[src/verilog/cbc_pkg.sv]
// Constants, types and register map of the core and bus clock controller
`default_nettype none
package cbc_pkg;
    // Timing
    localparam int          CLK_MHZ       = 250;
    localparam int          RST_WAIT_US   = 150;
    localparam int          BCLK_LEAD_US  = 10;
    localparam int          BCLK_LEAD_CYC = BCLK_LEAD_US * CLK_MHZ;
    localparam int          RST_WAIT_CYC  = RST_WAIT_US * CLK_MHZ;
    // Register byte offsets
    localparam logic [7:0]  OFS_CTRL      = 8'h00;
    localparam logic [7:0]  OFS_CPWR      = 8'h04;
    localparam logic [7:0]  OFS_STATUS    = 8'h08;
    // Control register fields
    localparam int          CTRL_WFI_BIT  = 0;
    // Coprocessor write emulation fields and codes
    localparam int          CPW_OPC_LSB   = 0;
    localparam int          CPW_MIN_LSB   = 4;
    localparam logic [2:0]  OPC2_CLKCTL   = 3'h2;
    localparam logic [3:0]  MIN_SW_EN     = 4'h1;
    localparam logic [3:0]  MIN_SW_DIS    = 4'h2;
    localparam logic [3:0]  MIN_INV_DIS   = 4'h4;
    // Status register fields
    localparam int          ST_MODE_LSB   = 0;
    localparam int          ST_SWEN_BIT   = 4;
    localparam int          ST_SRC_BIT    = 5;
    localparam int          ST_INV_BIT    = 6;
    localparam int          ST_PARK_BIT   = 7;
    localparam int          ST_BAD_BIT    = 8;
    localparam int          ST_FREQ_LSB   = 16;
    // Reset values, bus divisor base and last good strap code
    localparam logic        RST_SW_EN     = 1'b0;
    localparam logic        RST_SRC_BUS   = 1'b1;
    localparam logic        RST_INV_EN    = 1'b1;
    localparam logic [3:0]  BUS_DIV_BASE  = 4'h2;
    localparam logic [3:0]  LAST_GOOD_CODE = 4'hB;

    typedef enum logic [2:0] {
        MODE_RESET,
        MODE_SLEEP,
        MODE_WAKE,
        MODE_NORMAL,
        MODE_IDLE
    } cbc_mode_e;

    typedef struct packed {
        cbc_mode_e   mode;
        logic [15:0] rst_cnt;
        logic        sw_en;
        logic        src_bus;
        logic        inv_en;
        logic [3:0]  div_cnt;
        logic        bclk;
        logic        wfi_pend;
        logic        park;
        logic [3:0]  freq_code;
        logic [2:0]  bus_div_code;
        logic        sync1;
        logic        sync2;
        logic        sync3;
        logic        tick;
        logic        wr_pend;
        logic [7:0]  wr_addr;
        logic [31:0] rdata;
    } cbc_state_s;
endpackage
`default_nettype wire

[src/verilog/cbc_clock_ctrl.sv]
// Core clock source selection, bus clock divider, reset timing and idle/sleep control
//
// Overview of operation
// - Three modes: normal, idle, sleep
// - Idle stops execution, PLL keeps running
// - Sleep: outputs low, inverted pin high with external clock, memory request high
// - PLL multiplies crystal, runs normal and idle
// - Core and bus interface clock domains
// - Switching on: fast clock except fill wait
// - Reset disables switching, core uses bus clock
// - Leave reset 150 us after pins release
// - Coprocessor write minor 2 disables, 1 enables
// - Disable freezes source; miss moves to bus
// - Source select drives divided bus clock
// - Synchronise bus clock into fast domain
// - Inverted copy on at reset, minor 4 off
// - Bus clocks start 10 us before reset out
// - External bus clock holds inverted pin high
// - External clock: idle request ignored, no parking
// - Sourced clock idle parks low until interrupt
// - Core strap codes 0-11 choose PLL frequency
// - Bus divisor is strap plus two, high for half rounded down
`default_nettype none
module cbc_clock_ctrl
    import cbc_pkg::*;
#(
    parameter int RST_CYCLES = RST_WAIT_CYC
)(
    // Clock and reset
    input  wire logic        sys_clk_in,
    input  wire logic        nrst_in,
    // AHB-Lite slave
    input  wire logic        hsel_in,
    input  wire logic [31:0] haddr_in,
    input  wire logic [1:0]  htrans_in,
    input  wire logic        hwrite_in,
    input  wire logic [2:0]  hsize_in,
    input  wire logic [31:0] hwdata_in,
    input  wire logic        hready_in,
    output logic             hreadyout_out,
    output logic             hresp_out,
    output logic [31:0]      hrdata_out,
    // Straps and system pins
    input  wire logic        bus_clock_source_select_in,
    input  wire logic [2:0]  bus_divisor_straps_in,
    input  wire logic [3:0]  core_freq_straps_in,
    input  wire logic        reset_input_low_in,
    input  wire logic        power_sleep_low_in,
    input  wire logic        fast_interrupt_low_in,
    input  wire logic        normal_interrupt_low_in,
    // Core side
    input  wire logic        cache_miss_wait_in,
    input  wire logic        memory_request_low_in,
    output logic             memory_request_low_out,
    output logic             exec_enable_out,
    output logic             core_domain_clock_out,
    output logic             core_clock_from_bus_out,
    output logic             pll_run_out,
    output logic [11:0]      pll_freq_tenth_mhz_out,
    output logic             core_strap_bad_out,
    // Bus clock pins
    input  wire logic        bus_clock_in,
    output logic             bus_clock_out,
    output logic             bus_clock_oe_n_out,
    output logic             inverted_bus_clock_out,
    output logic             reset_output_low_out
);

    // Fast clock frequency per strap code, tenths of a MHz (lowest to highest)
    function automatic logic [11:0] freq_of(input logic [3:0] code);
        case (code)
            4'h0:    freq_of = 12'h359;
            4'h1:    freq_of = 12'h39F;
            4'h2:    freq_of = 12'h3C4;
            4'h3:    freq_of = 12'h40B;
            4'h4:    freq_of = 12'h570;
            4'h5:    freq_of = 12'h5B8;
            4'h6:    freq_of = 12'h623;
            4'h7:    freq_of = 12'h66A;
            4'h8:    freq_of = 12'h740;
            4'h9:    freq_of = 12'h7AB;
            4'hA:    freq_of = 12'h816;
            4'hB:    freq_of = 12'h8A5;
            default: freq_of = 12'h000;
        endcase
    endfunction

    localparam logic [15:0] RST_LAST   = 16'(RST_CYCLES - 1);
    localparam logic [15:0] BCLK_START = 16'(RST_CYCLES - BCLK_LEAD_CYC);

    cbc_state_s s_reg;
    cbc_state_s s_next;

    logic        pins_reset;
    logic        sourcing;
    logic        bclk_run;
    logic        any_irq;
    logic [3:0]  divisor;
    logic [3:0]  half_div;
    logic        ahb_go;
    logic        bus_rise_ext;
    logic [31:0] status_word;
    logic        cp_write;

    // Combinational helpers
    assign pins_reset   = !reset_input_low_in || !power_sleep_low_in;
    assign sourcing     = bus_clock_source_select_in;
    assign any_irq      = !fast_interrupt_low_in || !normal_interrupt_low_in;
    assign divisor      = {1'b0, s_reg.bus_div_code} + BUS_DIV_BASE;
    assign half_div     = divisor >> 1;
    assign ahb_go       = hsel_in && hready_in && htrans_in[1];
    assign bus_rise_ext = s_reg.sync2 && !s_reg.sync3;
    assign cp_write     = s_reg.wr_pend && s_reg.wr_addr == OFS_CPWR &&
                          hwdata_in[CPW_OPC_LSB +: 3] == OPC2_CLKCTL;
    // Bus clock runs when sourced, from the lead point of wake-up until parked, sleep or reset
    assign bclk_run     = sourcing && !s_reg.park &&
                          (s_reg.mode == MODE_NORMAL || s_reg.mode == MODE_IDLE ||
                           (s_reg.mode == MODE_WAKE && s_reg.rst_cnt >= BCLK_START));

    always_comb
    begin
        status_word = 32'h0000_0000;
        status_word[ST_MODE_LSB +: 3] = s_reg.mode;
        status_word[ST_SWEN_BIT]      = s_reg.sw_en;
        status_word[ST_SRC_BIT]       = s_reg.src_bus;
        status_word[ST_INV_BIT]       = s_reg.inv_en;
        status_word[ST_PARK_BIT]      = s_reg.park;
        status_word[ST_BAD_BIT]       = (s_reg.freq_code > LAST_GOOD_CODE);
        status_word[ST_FREQ_LSB +: 12] = freq_of(s_reg.freq_code);
    end

    // Next-state logic for the whole controller
    always_comb
    begin
        s_next = s_reg;
        s_next.tick = 1'b0;
        // Bus clock pin sampled through two flops before any use
        s_next.sync1 = bus_clock_in;
        s_next.sync2 = s_reg.sync1;
        s_next.sync3 = s_reg.sync2;

        // AHB address phase: read data prepared now so it stands in the data phase
        s_next.wr_pend = ahb_go && hwrite_in;
        s_next.wr_addr = haddr_in[7:0];
        if (ahb_go && !hwrite_in)
        begin
            s_next.rdata = (haddr_in[7:0] == OFS_STATUS) ? status_word : 32'h0000_0000;
        end

        // Mode sequencing
        case (s_reg.mode)
            MODE_RESET, MODE_SLEEP:
            begin
                s_next.rst_cnt = 16'h0000;
                if (!pins_reset)
                    s_next.mode = MODE_WAKE;
            end
            MODE_WAKE:
            begin
                s_next.rst_cnt = s_reg.rst_cnt + 16'h0001;
                if (s_reg.rst_cnt == RST_LAST)
                    s_next.mode = MODE_NORMAL;
            end
            MODE_NORMAL:
            begin
                if (s_reg.park)
                    s_next.mode = MODE_IDLE;
            end
            MODE_IDLE:
            begin
                if (!s_reg.park)
                    s_next.mode = MODE_NORMAL;
            end
            default: s_next.mode = MODE_RESET;
        endcase

        // Straps are sampled while the device sits in reset
        if (s_reg.mode != MODE_NORMAL && s_reg.mode != MODE_IDLE)
        begin
            s_next.freq_code    = core_freq_straps_in;
            s_next.bus_div_code = bus_divisor_straps_in;
        end

        // Core clock source: bus clock in reset; with switching on, fast clock unless waiting on a fill
        if (s_reg.mode != MODE_NORMAL && s_reg.mode != MODE_IDLE)
            s_next.src_bus = RST_SRC_BUS;
        else if (s_reg.sw_en)
            s_next.src_bus = cache_miss_wait_in;
        else if (cache_miss_wait_in)
            s_next.src_bus = 1'b1;

        // Software writes, data phase; a coprocessor write is emulated over the bus
        if (cp_write)
        begin
            case (hwdata_in[CPW_MIN_LSB +: 4])
                MIN_SW_DIS:  s_next.sw_en  = 1'b0;
                MIN_SW_EN:   s_next.sw_en  = 1'b1;
                MIN_INV_DIS: s_next.inv_en = 1'b0;
                default:     s_next.sw_en  = s_reg.sw_en;
            endcase
        end
        if (s_reg.wr_pend && s_reg.wr_addr == OFS_CTRL && hwdata_in[CTRL_WFI_BIT] &&
            sourcing && s_reg.mode == MODE_NORMAL)
            s_next.wfi_pend = 1'b1;

        // Sourced bus clock divider; parking only happens in the low phase
        if (bclk_run)
        begin
            s_next.div_cnt = (s_reg.div_cnt >= divisor - 4'h1) ? 4'h0
                                                               : s_reg.div_cnt + 4'h1;
            s_next.bclk = (s_next.div_cnt < half_div);
        end
        else if (!s_reg.park)
        begin
            s_next.div_cnt = 4'h0;
            s_next.bclk    = 1'b0;
        end
        // Park on the coming level, else a low-to-high step could freeze the pin high
        if (s_reg.wfi_pend && !s_next.bclk && !s_reg.park)
        begin
            s_next.park     = 1'b1;
            s_next.wfi_pend = 1'b0;
        end
        if (s_reg.park && any_irq)
            s_next.park = 1'b0;

        // Core domain clock enable follows the selected source
        if (!s_reg.src_bus)
            s_next.tick = 1'b1;
        else if (sourcing)
            s_next.tick = s_next.bclk && !s_reg.bclk;
        else
            s_next.tick = bus_rise_ext;

        // Reset and sleep pins restart mode, clock control and divider state; the sleep pin enters sleep mode
        if (pins_reset)
        begin
            s_next.mode     = power_sleep_low_in ? MODE_RESET : MODE_SLEEP;
            s_next.sw_en    = RST_SW_EN;
            s_next.inv_en   = RST_INV_EN;
            s_next.src_bus  = RST_SRC_BUS;
            s_next.park     = 1'b0;
            s_next.wfi_pend = 1'b0;
            s_next.rst_cnt  = 16'h0000;
            s_next.div_cnt  = 4'h0;
            s_next.bclk     = 1'b0;
        end
    end

    // State register; async reset loads constants only
    always_ff @(posedge sys_clk_in or negedge nrst_in)
    begin
        if (!nrst_in)
        begin
            s_reg          <= '0;
            s_reg.mode     <= MODE_RESET;
            s_reg.sw_en    <= RST_SW_EN;
            s_reg.src_bus  <= RST_SRC_BUS;
            s_reg.inv_en   <= RST_INV_EN;
        end
        else
        begin
            s_reg <= s_next;
        end
    end

    // AHB response: zero wait states, always OKAY
    assign hreadyout_out = 1'b1;
    assign hresp_out     = 1'b0;
    assign hrdata_out    = s_reg.rdata;

    // Core-facing outputs
    assign exec_enable_out         = (s_reg.mode == MODE_NORMAL);
    assign core_domain_clock_out   = s_reg.tick && (s_reg.mode != MODE_SLEEP);
    assign core_clock_from_bus_out = s_reg.src_bus;
    assign pll_run_out             = (s_reg.mode != MODE_SLEEP);
    assign pll_freq_tenth_mhz_out  = freq_of(s_reg.freq_code);
    assign core_strap_bad_out      = (s_reg.freq_code > LAST_GOOD_CODE);
    assign reset_output_low_out    = (s_reg.mode == MODE_NORMAL ||
                                      s_reg.mode == MODE_IDLE);
    assign memory_request_low_out  = (s_reg.mode == MODE_SLEEP) ? 1'b1
                                                                : memory_request_low_in;

    // Bus clock pins; the pin is only driven when this end sources it
    assign bus_clock_out      = s_reg.bclk;
    assign bus_clock_oe_n_out = !sourcing;
    // Inverted copy toggles with the clock, held high with an external clock
    assign inverted_bus_clock_out = !sourcing ? 1'b1 :
                                    (s_reg.mode == MODE_SLEEP || !s_reg.inv_en) ? 1'b0 :
                                    (bclk_run || s_reg.bclk) ? !s_reg.bclk : 1'b0;
endmodule
`default_nettype wire

[config.mk]
export PLATFORM = sky130hd
export DESIGN_NAME = cbc_clock_ctrl
export DESIGN_NICKNAME = d
export VERILOG_FILES = /design/src/verilog/cbc_pkg.sv /design/src/verilog/cbc_clock_ctrl.sv
export SDC_FILE = /design/constraint.sdc
export NUM_CORES = 1
export LEC_CHECK = 0
export ABC_AREA = 1
export BUFFER_PORTS_ARGS = -buffer_cell sky130_fd_sc_hd__buf_4
export CAP_MARGIN = 20
export CORE_MARGIN = 2
export CORE_UTILIZATION = 50
export DETAILED_ROUTE_END_ITERATION = 8
export PLACE_DENSITY = 0.81
export SLEW_MARGIN = 20
export SYNTH_ARGS = -nofsm -noshare
export SYNTH_HDL_FRONTEND = slang
export SYNTH_SLANG_ARGS = --single-unit
export TNS_END_PERCENT = 50
[constraint.sdc]
create_clock -name sys_clk_in -period 2.7 [get_ports sys_clk_in]
set_input_delay 0.405 -clock sys_clk_in [delete_from_list [all_inputs] [get_ports sys_clk_in]]
set_output_delay 0.405 -clock sys_clk_in [all_outputs]
set_load 0.005 [all_outputs]
Word-level counts from Yosys, hierarchy flattened
Memories as Yosys holds them, arrays and structs flattened.
Index checks and enable logic that the tools add are counted.
Storage, ports and cells
  register bits: 81
  bits in latches: 0
  memory bits (writable): 0
  ROM bits: 384
  bits of input ports: 89
  output and inout bits: 56
  word-level logic and storage cells: 123
  memories kept: 2
Memory list
  (no name shown): words 16, bits a word 12, rd ports 1, clocked after Yosys merged registers in 0, wr ports 0, RTL line cbc_clock_ctrl.sv:71  | case (code)
  (no name shown): words 16, bits a word 12, rd ports 1, clocked after Yosys merged registers in 0, wr ports 0, RTL line cbc_clock_ctrl.sv:71
Cells by class
  add/sub/neg operators: 4
  multiply operators: 0
  divide/modulo/power cells: 0
  order comparisons: 4
  equal/unequal tests: 18
  shift operators: 0
  mux-type cells: 27
  bitwise logic cells: 0
  reduce and logical (&&, ||, !) cells: 50
Operators with widths (number)
  $pmux W16 S2: 1
  $mux W29: 1
  $mux W28: 1
  $logic_and A1 B1 Y1: 20
  $add A16 B1 Y16 const B: 1
  $eq A16 B16 Y1 const B: 1
  $ge A16 B16 Y1 const B: 1
  $mux W1: 15
  $pmux W3 S4: 1
  $reduce_bool A3 Y1: 4
  $logic_not A1 Y1: 11
  $mux W5: 2
  $eq A3 B2 Y1 const B: 3
  $mux W3: 3
  $ne A3 B1 Y1 const B: 3
  $eq A8 B3 Y1 const B: 1
  $eq A8 B4 Y1 const B: 1
  $logic_not A8 Y1: 1
  $logic_or A1 B1 Y1: 6
  $ne A3 B2 Y1 const B: 2
  $ne A3 B3 Y1 const B: 2
  $add A3 B2 Y4 const B: 1
  $add A4 B1 Y4 const B: 1
  $eq A4 B1 Y1 const B: 1
  17 further kinds: 19

Longest topological paths before layout
Gate-level depths: netlist of run 1.
  depth after elaboration: 12
  depth in mapped cells: 17
  mapped depth without buffers: 17

Least setup slack after synthesis of run 1
Ideal clock, no wire load.
  kind: register to register
  start point: register s_reg[46] (netlist name)
  end point: register s_reg[52] (netlist name)
  library setup time: 0.118 ns
  arrival time: 2.155 ns
  required time: 2.582 ns
  setup slack: 0.428 ns
  stages on the path, launching flop included: 17
  path buffers: 0
  period minus slack after synthesis: 2.272 ns
  cell sequence: dfrtp_1 -> ha_1 -> xnor2_1 -> ha_1 -> nand2_1 -> inv_1 -> nand3_1 -> and3_1 -> nand2_1 -> inv_1 -> ha_1 -> nand2_1 -> nand2_1 -> nand2_1 -> nand2_2 -> nand3_1 -> nand2_1
On the way
  longest elaborated chain between the ends: 10
RTL lines
  start: declaration: RTL line cbc_clock_ctrl.sv:91  | cbc_state_s s_reg;
  start signal: assignment: RTL line cbc_clock_ctrl.sv:263  | s_reg <= s_next;
  $add A3 B2 Y4 *: RTL line cbc_clock_ctrl.sv:109  | assign divisor = {1'b0, s_reg.bus_div_code} + BUS_DIV_BASE;
  $sub A4 B1 Y4: RTL line cbc_clock_ctrl.sv:209  | s_next.div_cnt = (s_reg.div_cnt >= divisor - 4'h1) ? 4'h0
  $ge A4 B4 Y1: RTL line cbc_clock_ctrl.sv:209
  $mux W4: RTL line cbc_clock_ctrl.sv:209
  $lt A4 B3 Y1 *: RTL line cbc_clock_ctrl.sv:211  | s_next.bclk = (s_next.div_cnt < half_div);
  $mux W5 *: RTL line cbc_clock_ctrl.sv:207  | if (bclk_run)
  $logic_not A1 Y1 *: RTL line cbc_clock_ctrl.sv:219  | if (s_reg.wfi_pend && !s_next.bclk && !s_reg.park)
  $logic_and A1 B1 Y1 * (2 in series): RTL line cbc_clock_ctrl.sv:219
  $reduce_bool A3 Y1 (no source line) *
Mark *: on every way between the ends. The rest lies on a longest branch, timed or not.
A chain may end at the register's enable or synchronous reset.

Worst setup path in the final report of run 1
Same ends and word-level chain as after synthesis.

==> impl_metrics.toml, run 1 <==
[yosys]
synth_adder_area_share_pct = 5.78
synth.avg_cell_area_um2 = 8.44
ys_seq_elements = 69
syn_area_um2 = 3900
synthSimpleGateAreaFrac_pct = 20.4
synth-xor-area-share_pct = 0.899
yosys.cell_types.count = 45
synth-compound-area-share_pct = 14.4
synth_mux_area_share_pct = 0
yosysTopAreaCellShare_pct = 43.0
syn-instance-count = 462
ys_async_sr_fraction_pct = 100
synth_area_leader_cell = "dfrtp_1"
synth.area.top_cells = "dfrtp_1, nand2_1, buf_4, inv_1, ha_1"
ys_warn_count = 0
synth_top_family_by_area = "simple AND/OR/NAND/NOR gates"
ys_seq_area_share_pct = 44.4
synth_edf_count = 0
synthFlopType = "dfrtp_1"

[power]
combinationalPowerShare_pct = 15.9
clock_power_share_pct = 37.5
p_per_area_nw_per_um2 = 508
pwr-share-seq_pct = 46.6
power_switching_uw = 637
peakVddDrop_mv = 0.264
power_uw = 2330
swShare_pct = 27.3
internal-power_uw = 1700
power_leakage_uw = 0.00233

[critical_path]
critPathRequiredTime_ps = 2930
crit_chain = "ha_2 -> nand3_1 -> o21ai_0 -> ha_1 -> nand2_1 -> inv_1 -> nand3_1 -> and3_4 -> nand2_1 -> inv_1 -> ha_1 -> nand2_1 -> nand2_1 -> nand2_1 -> nand2_2 -> nand3_1 -> nand2_1"
cp_slowest_cell = "dfrtp_1"
cp_max_fo = 4
path_common_cell = "nand2_1"
reg2reg_slack_ps = 220
critPathTopFamily = "simple AND/OR/NAND/NOR gates"
cp.arrival_ps = 2720
path_class = "register to register"
slowest_delay_ps = 420
reg2reg_to = "s_reg[52]"
reg2reg_from = "s_reg[46]"
crit_buf_inv = 2
ff2ff_path_depth = 17
cp-start-kind = "register"
worstSetupEndpointType = "register"

[cts]
clkTransAtPathRegs_ps = 80
cts_tree = "done"
insertion_delay_ps = 340
cts_hold_buf = 0
cts.sinks = 69
cts_resized = 0
cts_root_buf = "clkbuf_8"
htree_levels = 3
cts_made_buffers = 9
post_cts_buffers = 0
clk_path_buf_depth = 2

[placed_design]
io_buffers = 77
place_area_um2 = 4380
hpwl_um = 6200
place_inst = 613
dp_slack_ps = 208
gp_congestion = 0.851

[route]
drc_errors = 0
drt_iter0_markers = 195
drt_wl_total_um = 8590
wire_per_inst_um = 13.7
ant_nets = 0
dr.pass1.iters = 5
vias = 3210
routed_via_density = 5.10

[sta]
finalMaxSlewViolations = 0
worstMarginPinSlew_ps = 858
finalCriticalPeriod_ps = 2480
setup_viol = 0
finalWorstSetupSlack_ps = 218
hold_viol = 0
fmax_ghz = 0.403
worst_slew_margin_rel_pct = 42.8
final.setup_skew_ps = 6.54
finalCritPeriodShare_pct = 91.9

[hold_path]
hp-class = "primary input to async pin"

[cells_and_area]
stdcell_count = 629
fin_nets = 629
diodes = 0
synthToLayoutAreaGrowth_pct = 17.9
n_fill_cell = 654
layout-drive-gt1-share_pct = 24.7
finalInstanceArea_um2 = 4600
largest_register_ffs = 45

[die]
rows = 32
dieArea_um2 = 8520
io_pins = 145
die_h_um = 92.3
start_util_pct = 51.0
die_w_um = 92.3
coreArea_um2 = 7650

[grt]
grt_use_total_pct = 21.3
grt.overflow.total = 0
grt_pass1_vias = 3131
grt_max_degree = 70
grt_pass1_wl_um = 14300
antenna_found_initial = 0

[outcome]
outcome = "finished, final reports clean"

[flow_run]
cap_violations = 0
[placed cells by master, fill, tap and decap left out, drive strengths merged, types with 2 or more instances in the layout]
| master | instances |
|---|---|
| xor2 | 2 |
| clkinv | 2 |
| a21oi | 11 |
| o31ai | 6 |
| conb | 14 |
| nand2 | 92 |
| buf | 79 |
| dfstp | 2 |
| nor2 | 38 |
| o211ai | 3 |
| o21ai | 44 |
| clkbuf | 11 |
| nor4 | 5 |
| a22oi | 2 |
| nand4 | 7 |
| clkinvlp | 2 |
| nor3 | 5 |
| o22ai | 5 |
| ha | 18 |
| xnor2 | 2 |
| a22o | 9 |
| dfrtp | 67 |
| a21boi | 3 |
| inv | 68 |
| nand3 | 20 |
[worst max-delay path by stage]
stage	start	endpoint	slack, ps	cells past startpoint
finish	s_reg[46]	s_reg[52]	220	17
global route	s_reg[46]	s_reg[52]	-30	17
CTS	s_reg[46]	s_reg[52]	170	17
detailed placement	s_reg[46]	s_reg[52]	210	17
global placement	s_reg[46]	s_reg[52]	280	16
floorplan	s_reg[46]	s_reg[52]	430	16
[kinds of logic (layout without fill, tap and decap cells)]
family          Yosys count  after routing
other cells               2             14
flops                    69             69
fa+ha+maj                18             18
buf+inv                 110            163
xor+xnor                  4              4
simple gates            170            170
compound gates           89             89
[per-layer routing]
layer | up-vias | part of all wire, % | track usage (%)
li1 | 1577 | - | -
met1 | 1534 | 42 | 26.4
met2 | 84 | 51 | 36.3
met3 | 15 | 4.5 | 4.23
met4 | 0 | 1.8 | 9.08
met5 | - | 0 | 0
[layout make-up]
type | count | area [um2] | area share (%)
Timing Repair Buffer | 79 | 593 | 12.9
Clock buffer | 11 | 151 | 3.29
Inverter | 68 | 255 | 5.55
Clock inverter | 5 | 58.8 | 1.28
Multi-Input combinational cell | 295 | 1680 | 36.6
Tap cell | 102 | 128 | 2.78
Sequential cell | 69 | 1730 | 37.6
[Yosys cell counts (3+ instances only)]
cell / instances
nor2_1: 31
buf_4: 34
o22ai_1: 5
nand3_1: 16
nand3_2: 3
nand2_1: 85
nor3_1: 5
nor2_4: 3
o211ai_1: 3
o21ai_0: 33
a21oi_1: 9
nand2_2: 6
clkbuf_1: 6
a22o_1: 9
dfrtp_1: 67
nor4_1: 5
o21ai_2: 3
o31ai_1: 6
ha_1: 18
inv_1: 63
inv_2: 5
nor2_2: 4
nand4_1: 6
o21ai_1: 8
[stage by stage]
step / hold WS (ps) / TNS [ps] / util (%)
2_1_floorplan: 109 / 0 / -
3_3_place_gp: 336 / 0 / 57.2
3_5_place_dp: 340 / 0 / 57.2
4_1_cts: 152 / 0 / 60.0
5_1_grt: 152 / -28.3 / 60.1
6_report: 143 / 0 / 60.1
[power by group through the flow]
stage               logic (uW)  registers (uW)  clock network [uW]
detailed placement         363            1110                   0
floorplan                  208            1100                   0
finish                     372            1090                 875
global route               418            1090                 946
global placement           351            1100                   0
CTS                        368            1090                 892
Power figures use the tool's default switching activity.
==> run 2: changes to the inputs <==
--- a/config.mk
+++ b/config.mk
@@ -8,9 +8,11 @@
 export ABC_AREA = 1
 export BUFFER_PORTS_ARGS = -buffer_cell sky130_fd_sc_hd__buf_4
 export CAP_MARGIN = 20
-export CORE_MARGIN = 2
+export CORE_MARGIN = 5
 export CORE_UTILIZATION = 50
+export CTS_BUF_LIST = sky130_fd_sc_hd__clkbuf_16
 export DETAILED_ROUTE_END_ITERATION = 8
+export GPL_TIMING_DRIVEN = 0
 export PLACE_DENSITY = 0.81
 export SLEW_MARGIN = 20
 export SYNTH_ARGS = -nofsm -noshare
==> impl_metrics.toml, run 2 (synthesis results as in run 1) <==
[placed_design]
gp_congestion = 0.886
hpwl_um = 6880
io_buffers = 77

[sta]
hold_viol = 0
worst_slew_margin_rel_pct = 43.3
tns_ps = 0
final.setup_skew_ps = 5.55
setup_viol = 0
finalCriticalPeriod_ps = 2540
rsz0062_at_grt = "no"
worstMarginPinSlew_ps = 850
fmax_ghz = 0.393
finalCritPeriodShare_pct = 94.2
finalMaxSlewViolations = 0

[cells_and_area]
seq_area_um2 = 1730
multi_input_area_um2 = 1670
fin_nets = 669
layout-drive-gt1-share_pct = 28.2
mostFrequentLayoutCell = "buf_4"
layout_common_cells = "buf_4, nand2_1, dfrtp_1"
diodes = 0
final_core_util_pct = 65.5
synthToLayoutAreaGrowth_pct = 28.6
n_fill_cell = 591
largest_register_ffs = 45

[power]
power_switching_uw = 684
peakVddDrop_mv = 0.380
combinationalPowerShare_pct = 13.6
internal-power_uw = 2230
clock_power_share_pct = 49.1
pwr-share-seq_pct = 37.3
p_per_area_nw_per_um2 = 581
power_leakage_uw = 0.00260
swShare_pct = 23.5

[cts]
cts_made_buffers = 9
cts_hold_buf = 0
cts.sinks = 69
clk_path_buf_depth = 2
insertion_delay_ps = 330
htree_levels = 3
clkTransAtPathRegs_ps = 60
cts_root_buf = "clkbuf_16"
cts_tree = "done"
post_cts_buffers = 0
cts_resized = 0

[die]
dieArea_um2 = 9660
die_w_um = 98.3
die_h_um = 98.3
rows = 32
io_pins = 145
start_util_pct = 51.0
coreArea_um2 = 7650

[grt]
grt_pass1_vias = 3388
grt.overflow.total = 0
antenna_found_initial = 0
grt_pass1_wl_um = 15600
grt_use_total_pct = 19.7
grt_max_degree = 70

[route]
ant_nets = 0
vias = 3397
drc_errors = 0
routed_via_density = 5.08
dr.pass1.iters = 5
wire_per_inst_um = 14.0
drt_iter0_markers = 187
drt_wl_total_um = 9350

[critical_path]
critPathRequiredTime_ps = 2910
cp.arrival_ps = 2760
crit_chain = "ha_1 -> xnor2_1 -> ha_1 -> nand2_1 -> inv_1 -> nand3_1 -> and3_1 -> nand2_1 -> inv_1 -> ha_1 -> nand2_1 -> nand2_1 -> nand2_1 -> nand2_2 -> nand3_1 -> nand2_1"
worstSetupEndpointType = "register"
cp-start-kind = "register"
path_common_cell = "nand2_1"
path_class = "register to register"
cp_slowest_cell = "dfrtp_1"
cp_max_fo = 4
slowest_delay_ps = 410

[hold_path]
hp-class = "primary input to async pin"

[flow_run]
cap_violations = 0

[outcome]
outcome = "finished, final reports clean"
run 2: power by group through the flow:
stage               clock network (uW)  logic, uW  registers, uW
finish                            1430        396           1090
global route                      1500        442           1090
CTS                               1440        397           1090
detailed placement                   0        391           1100
global placement                     0        377           1100
floorplan                            0        208           1100
run 2: metal layers:
layer | up-vias | GRT usage (%) | wire length (um)
met5 | - | 0 | 0
met4 | 0 | 6.83 | 177
met3 | 15 | 4.36 | 476
met2 | 99 | 34.2 | 4890
met1 | 1621 | 24.2 | 3800
li1 | 1662 | - | -
run 2: layout make-up:
class,count,share of cell area [%]
timing repair buffer,77,11.5
inverter,68,5.09
clock buffer,9,4.49
clock inverter,7,2.75
sequential,69,34.5
buffer,42,5.74
multi-input combinational,295,33.3
tap,102,2.55
run 2: stage by stage:
stage               setup slack [ps]  total power (uW)  cells  cell area [um2]  hold WS [ps]
CTS                              140              2930    669             5010           178
finish                           157              2910    669             5010           184
floorplan                        428              1300    474             3940           109
global placement                 290              1480    653             4650           334
global route                    8.91              3030    669             5010           175
detailed placement               180              1490    653             4650           338
run 2: final timing paths:
| check | from | end | slack [ps] | cells past startpoint |
|---|---|---|---|---|
| max in group asynchronous | nrst_in | s_reg[72] | 1960 | 1 |
| min reg2reg | s_next[43] | s_next[42] | 350 | 0 |
| min in group sys_clk_in | bus_clock_in | s_next[43] | 180 | 1 |
| max reg2reg | s_reg[46] | s_reg[52] | 160 | 16 |
| min | nrst_in | hrdata_out[17] | 180 | 1 |
| max | s_reg[46] | s_reg[52] | 160 | 16 |
run 2: worst max-delay path: cells and delay by family, from the launching register on:
family / cells / cell delay [ps]
adder cells (fa/ha/maj): 3 / 830
XOR/XNOR: 1 / 210
buffers and inverters: 2 / 110
AND/OR/NAND/NOR: 10 / 880
flip-flops: 1 / 410
==> run 3: changes to the inputs <==
--- a/config.mk
+++ b/config.mk
@@ -8,12 +8,14 @@
 export ABC_AREA = 1
 export BUFFER_PORTS_ARGS = -buffer_cell sky130_fd_sc_hd__buf_4
 export CAP_MARGIN = 20
+export CELL_PAD_IN_SITES_DETAIL_PLACEMENT = 1
+export CELL_PAD_IN_SITES_GLOBAL_PLACEMENT = 1
 export CORE_MARGIN = 5
-export CORE_UTILIZATION = 50
+export CORE_UTILIZATION = 36
 export CTS_BUF_LIST = sky130_fd_sc_hd__clkbuf_16
 export DETAILED_ROUTE_END_ITERATION = 8
 export GPL_TIMING_DRIVEN = 0
-export PLACE_DENSITY = 0.81
+export PLACE_DENSITY_LB_ADDON = 0.1
 export SLEW_MARGIN = 20
 export SYNTH_ARGS = -nofsm -noshare
 export SYNTH_HDL_FRONTEND = slang
==> impl_metrics.toml, run 3 (synthesis results as in run 1) <==
[route]
drc_errors = 0
dr.pass1.iters = 4
routed_via_density = 4.75
drt_wl_total_um = 10500
vias = 3356
drt_iter0_markers = 113
wire_per_inst_um = 14.9
ant_nets = 0

[power]
peakVddDrop_mv = 0.357
power_uw = 2740
power_leakage_uw = 0.00258
p_per_area_nw_per_um2 = 545

[critical_path]
path_class = "register to register"
critPathRequiredTime_ps = 2920
worstSetupEndpointType = "register"
cp-start-kind = "register"
reg2reg_slack_ps = 190
cp.arrival_ps = 2730
cp_max_fo = 4

[die]
die_h_um = 114
dieArea_um2 = 13000
rows = 38
start_util_pct = 36.3
io_pins = 145
coreArea_um2 = 10700
die_w_um = 114

[sta]
finalCriticalPeriod_ps = 2510
finalCritPeriodShare_pct = 92.9
fmax_ghz = 0.399
worstMarginPinSlew_ps = 905
worst_slew_margin_rel_pct = 39.7
final.setup_skew_ps = 6.89
setup_viol = 0
hold_viol = 0
finalMaxSlewViolations = 0

[grt]
grt_use_total_pct = 16.9
grt_pass1_vias = 3619
grt.overflow.total = 0
grt_max_degree = 70
grt_pass1_wl_um = 17500
antenna_found_initial = 0

[placed_design]
hpwl_um = 7950
gp_congestion = 0.812
io_buffers = 77

[cts]
post_cts_buffers = 0
clkTransAtPathRegs_ps = 60
cts_root_buf = "clkbuf_16"
htree_levels = 3
cts_made_buffers = 9
cts_tree = "done"
insertion_delay_ps = 330
cts_hold_buf = 0
clk_path_buf_depth = 2
cts.sinks = 69

[cells_and_area]
layout_common_cells = "buf_4, nand2_1, dfrtp_1"
final_core_util_pct = 46.9
synthToLayoutAreaGrowth_pct = 29.2
fin_nets = 669
diodes = 0
largest_register_ffs = 45
layout-drive-gt1-share_pct = 29.1
n_fill_cell = 1325
mostFrequentLayoutCell = "buf_4"

[flow_run]
cap_violations = 0

[outcome]
outcome = "finished, final reports clean"

[hold_path]
hp-class = "primary input to register"
==> run 3: cell types whose count changed in the layout (fill, tap and decap cells not counted), sizes merged <==
cell | previous run | this run
clkinvlp | 0 | 2
bufinv | 4 | 2
==> run 3: timing repair <==
action | 4_1_cts | 5_1_grt
endpoints found under the setup margin | 0 | 4
resized for setup | 0 | 5
hold endpoints to repair | 0 | 0
==> run 3: report_power, final <==
group	switching, uW	total (uW)	internal, uW
Combinational	224	404	180
Sequential	25.9	1090	1060
Clock	449	1250	803
Total	699	2740	2040
==> run 3: metrics by stage <==
stage / instances / setup slack [ps] / hold slack [ps] / TNS, ps / area, um2
final: 707 / 191 / 180 / 0 / 5030
after global placement: 691 / 218 / 339 / 0 / 4700
after CTS: 707 / 78.1 / 166 / 0 / 5010
after floorplan: 474 / 428 / 109 / 0 / 3940
after global routing: 707 / -2.38 / 166 / -2.38 / 5030
after detailed placement: 691 / 144 / 343 / 0 / 4700
==> run 3: area by class of cell <==
class                           count  area [um2]  area share (%)
Clock buffer                        9         225            4.47
Buffer                             42         288            5.72
Tap cell                          140         175            3.48
Sequential cell                    69        1730            34.4
Timing Repair Buffer               77         578            11.5
Clock inverter                      7        90.1            1.79
Inverter                           68         255            5.07
Multi-Input combinational cell    295        1690            33.6
==> run 3: layer usage <==
layer / global-route usage, % / routed length (um)
met2: 30.4 / 5610
met5: 0 / 0
met4: 5.54 / 105
met1: 20.0 / 4400
met3: 3.59 / 424
==> run 3: final timing paths <==
| path | cells after the start | from | end |
|---|---|---|---|
| setup / recovery | 17 | s_reg[46] | s_reg[52] |
| hold / removal | 1 | bus_clock_in | s_next[43] |
| setup reg to reg | 17 | s_reg[46] | s_reg[52] |
| hold reg to reg | 0 | s_next[43] | s_next[42] |
| max in group asynchronous | 1 | nrst_in | s_reg[46] |
| min in group asynchronous | 1 | nrst_in | s_reg[55] |
==> run 3: critical path: stages, from the launching register on <==
cell     delay (ps)
dfrtp_2         450
ha_1            220
nand3_1          70
o21ai_0          80
ha_1            300
nand2_1          50
inv_1            70
nand3_1          90
and3_4          190
nand2_1          90
inv_1            60
ha_1            260
nand2_1          70
nand2_1          60
nand2_1          80
nand2_2         110
nand3_2          80
nand2_1          50
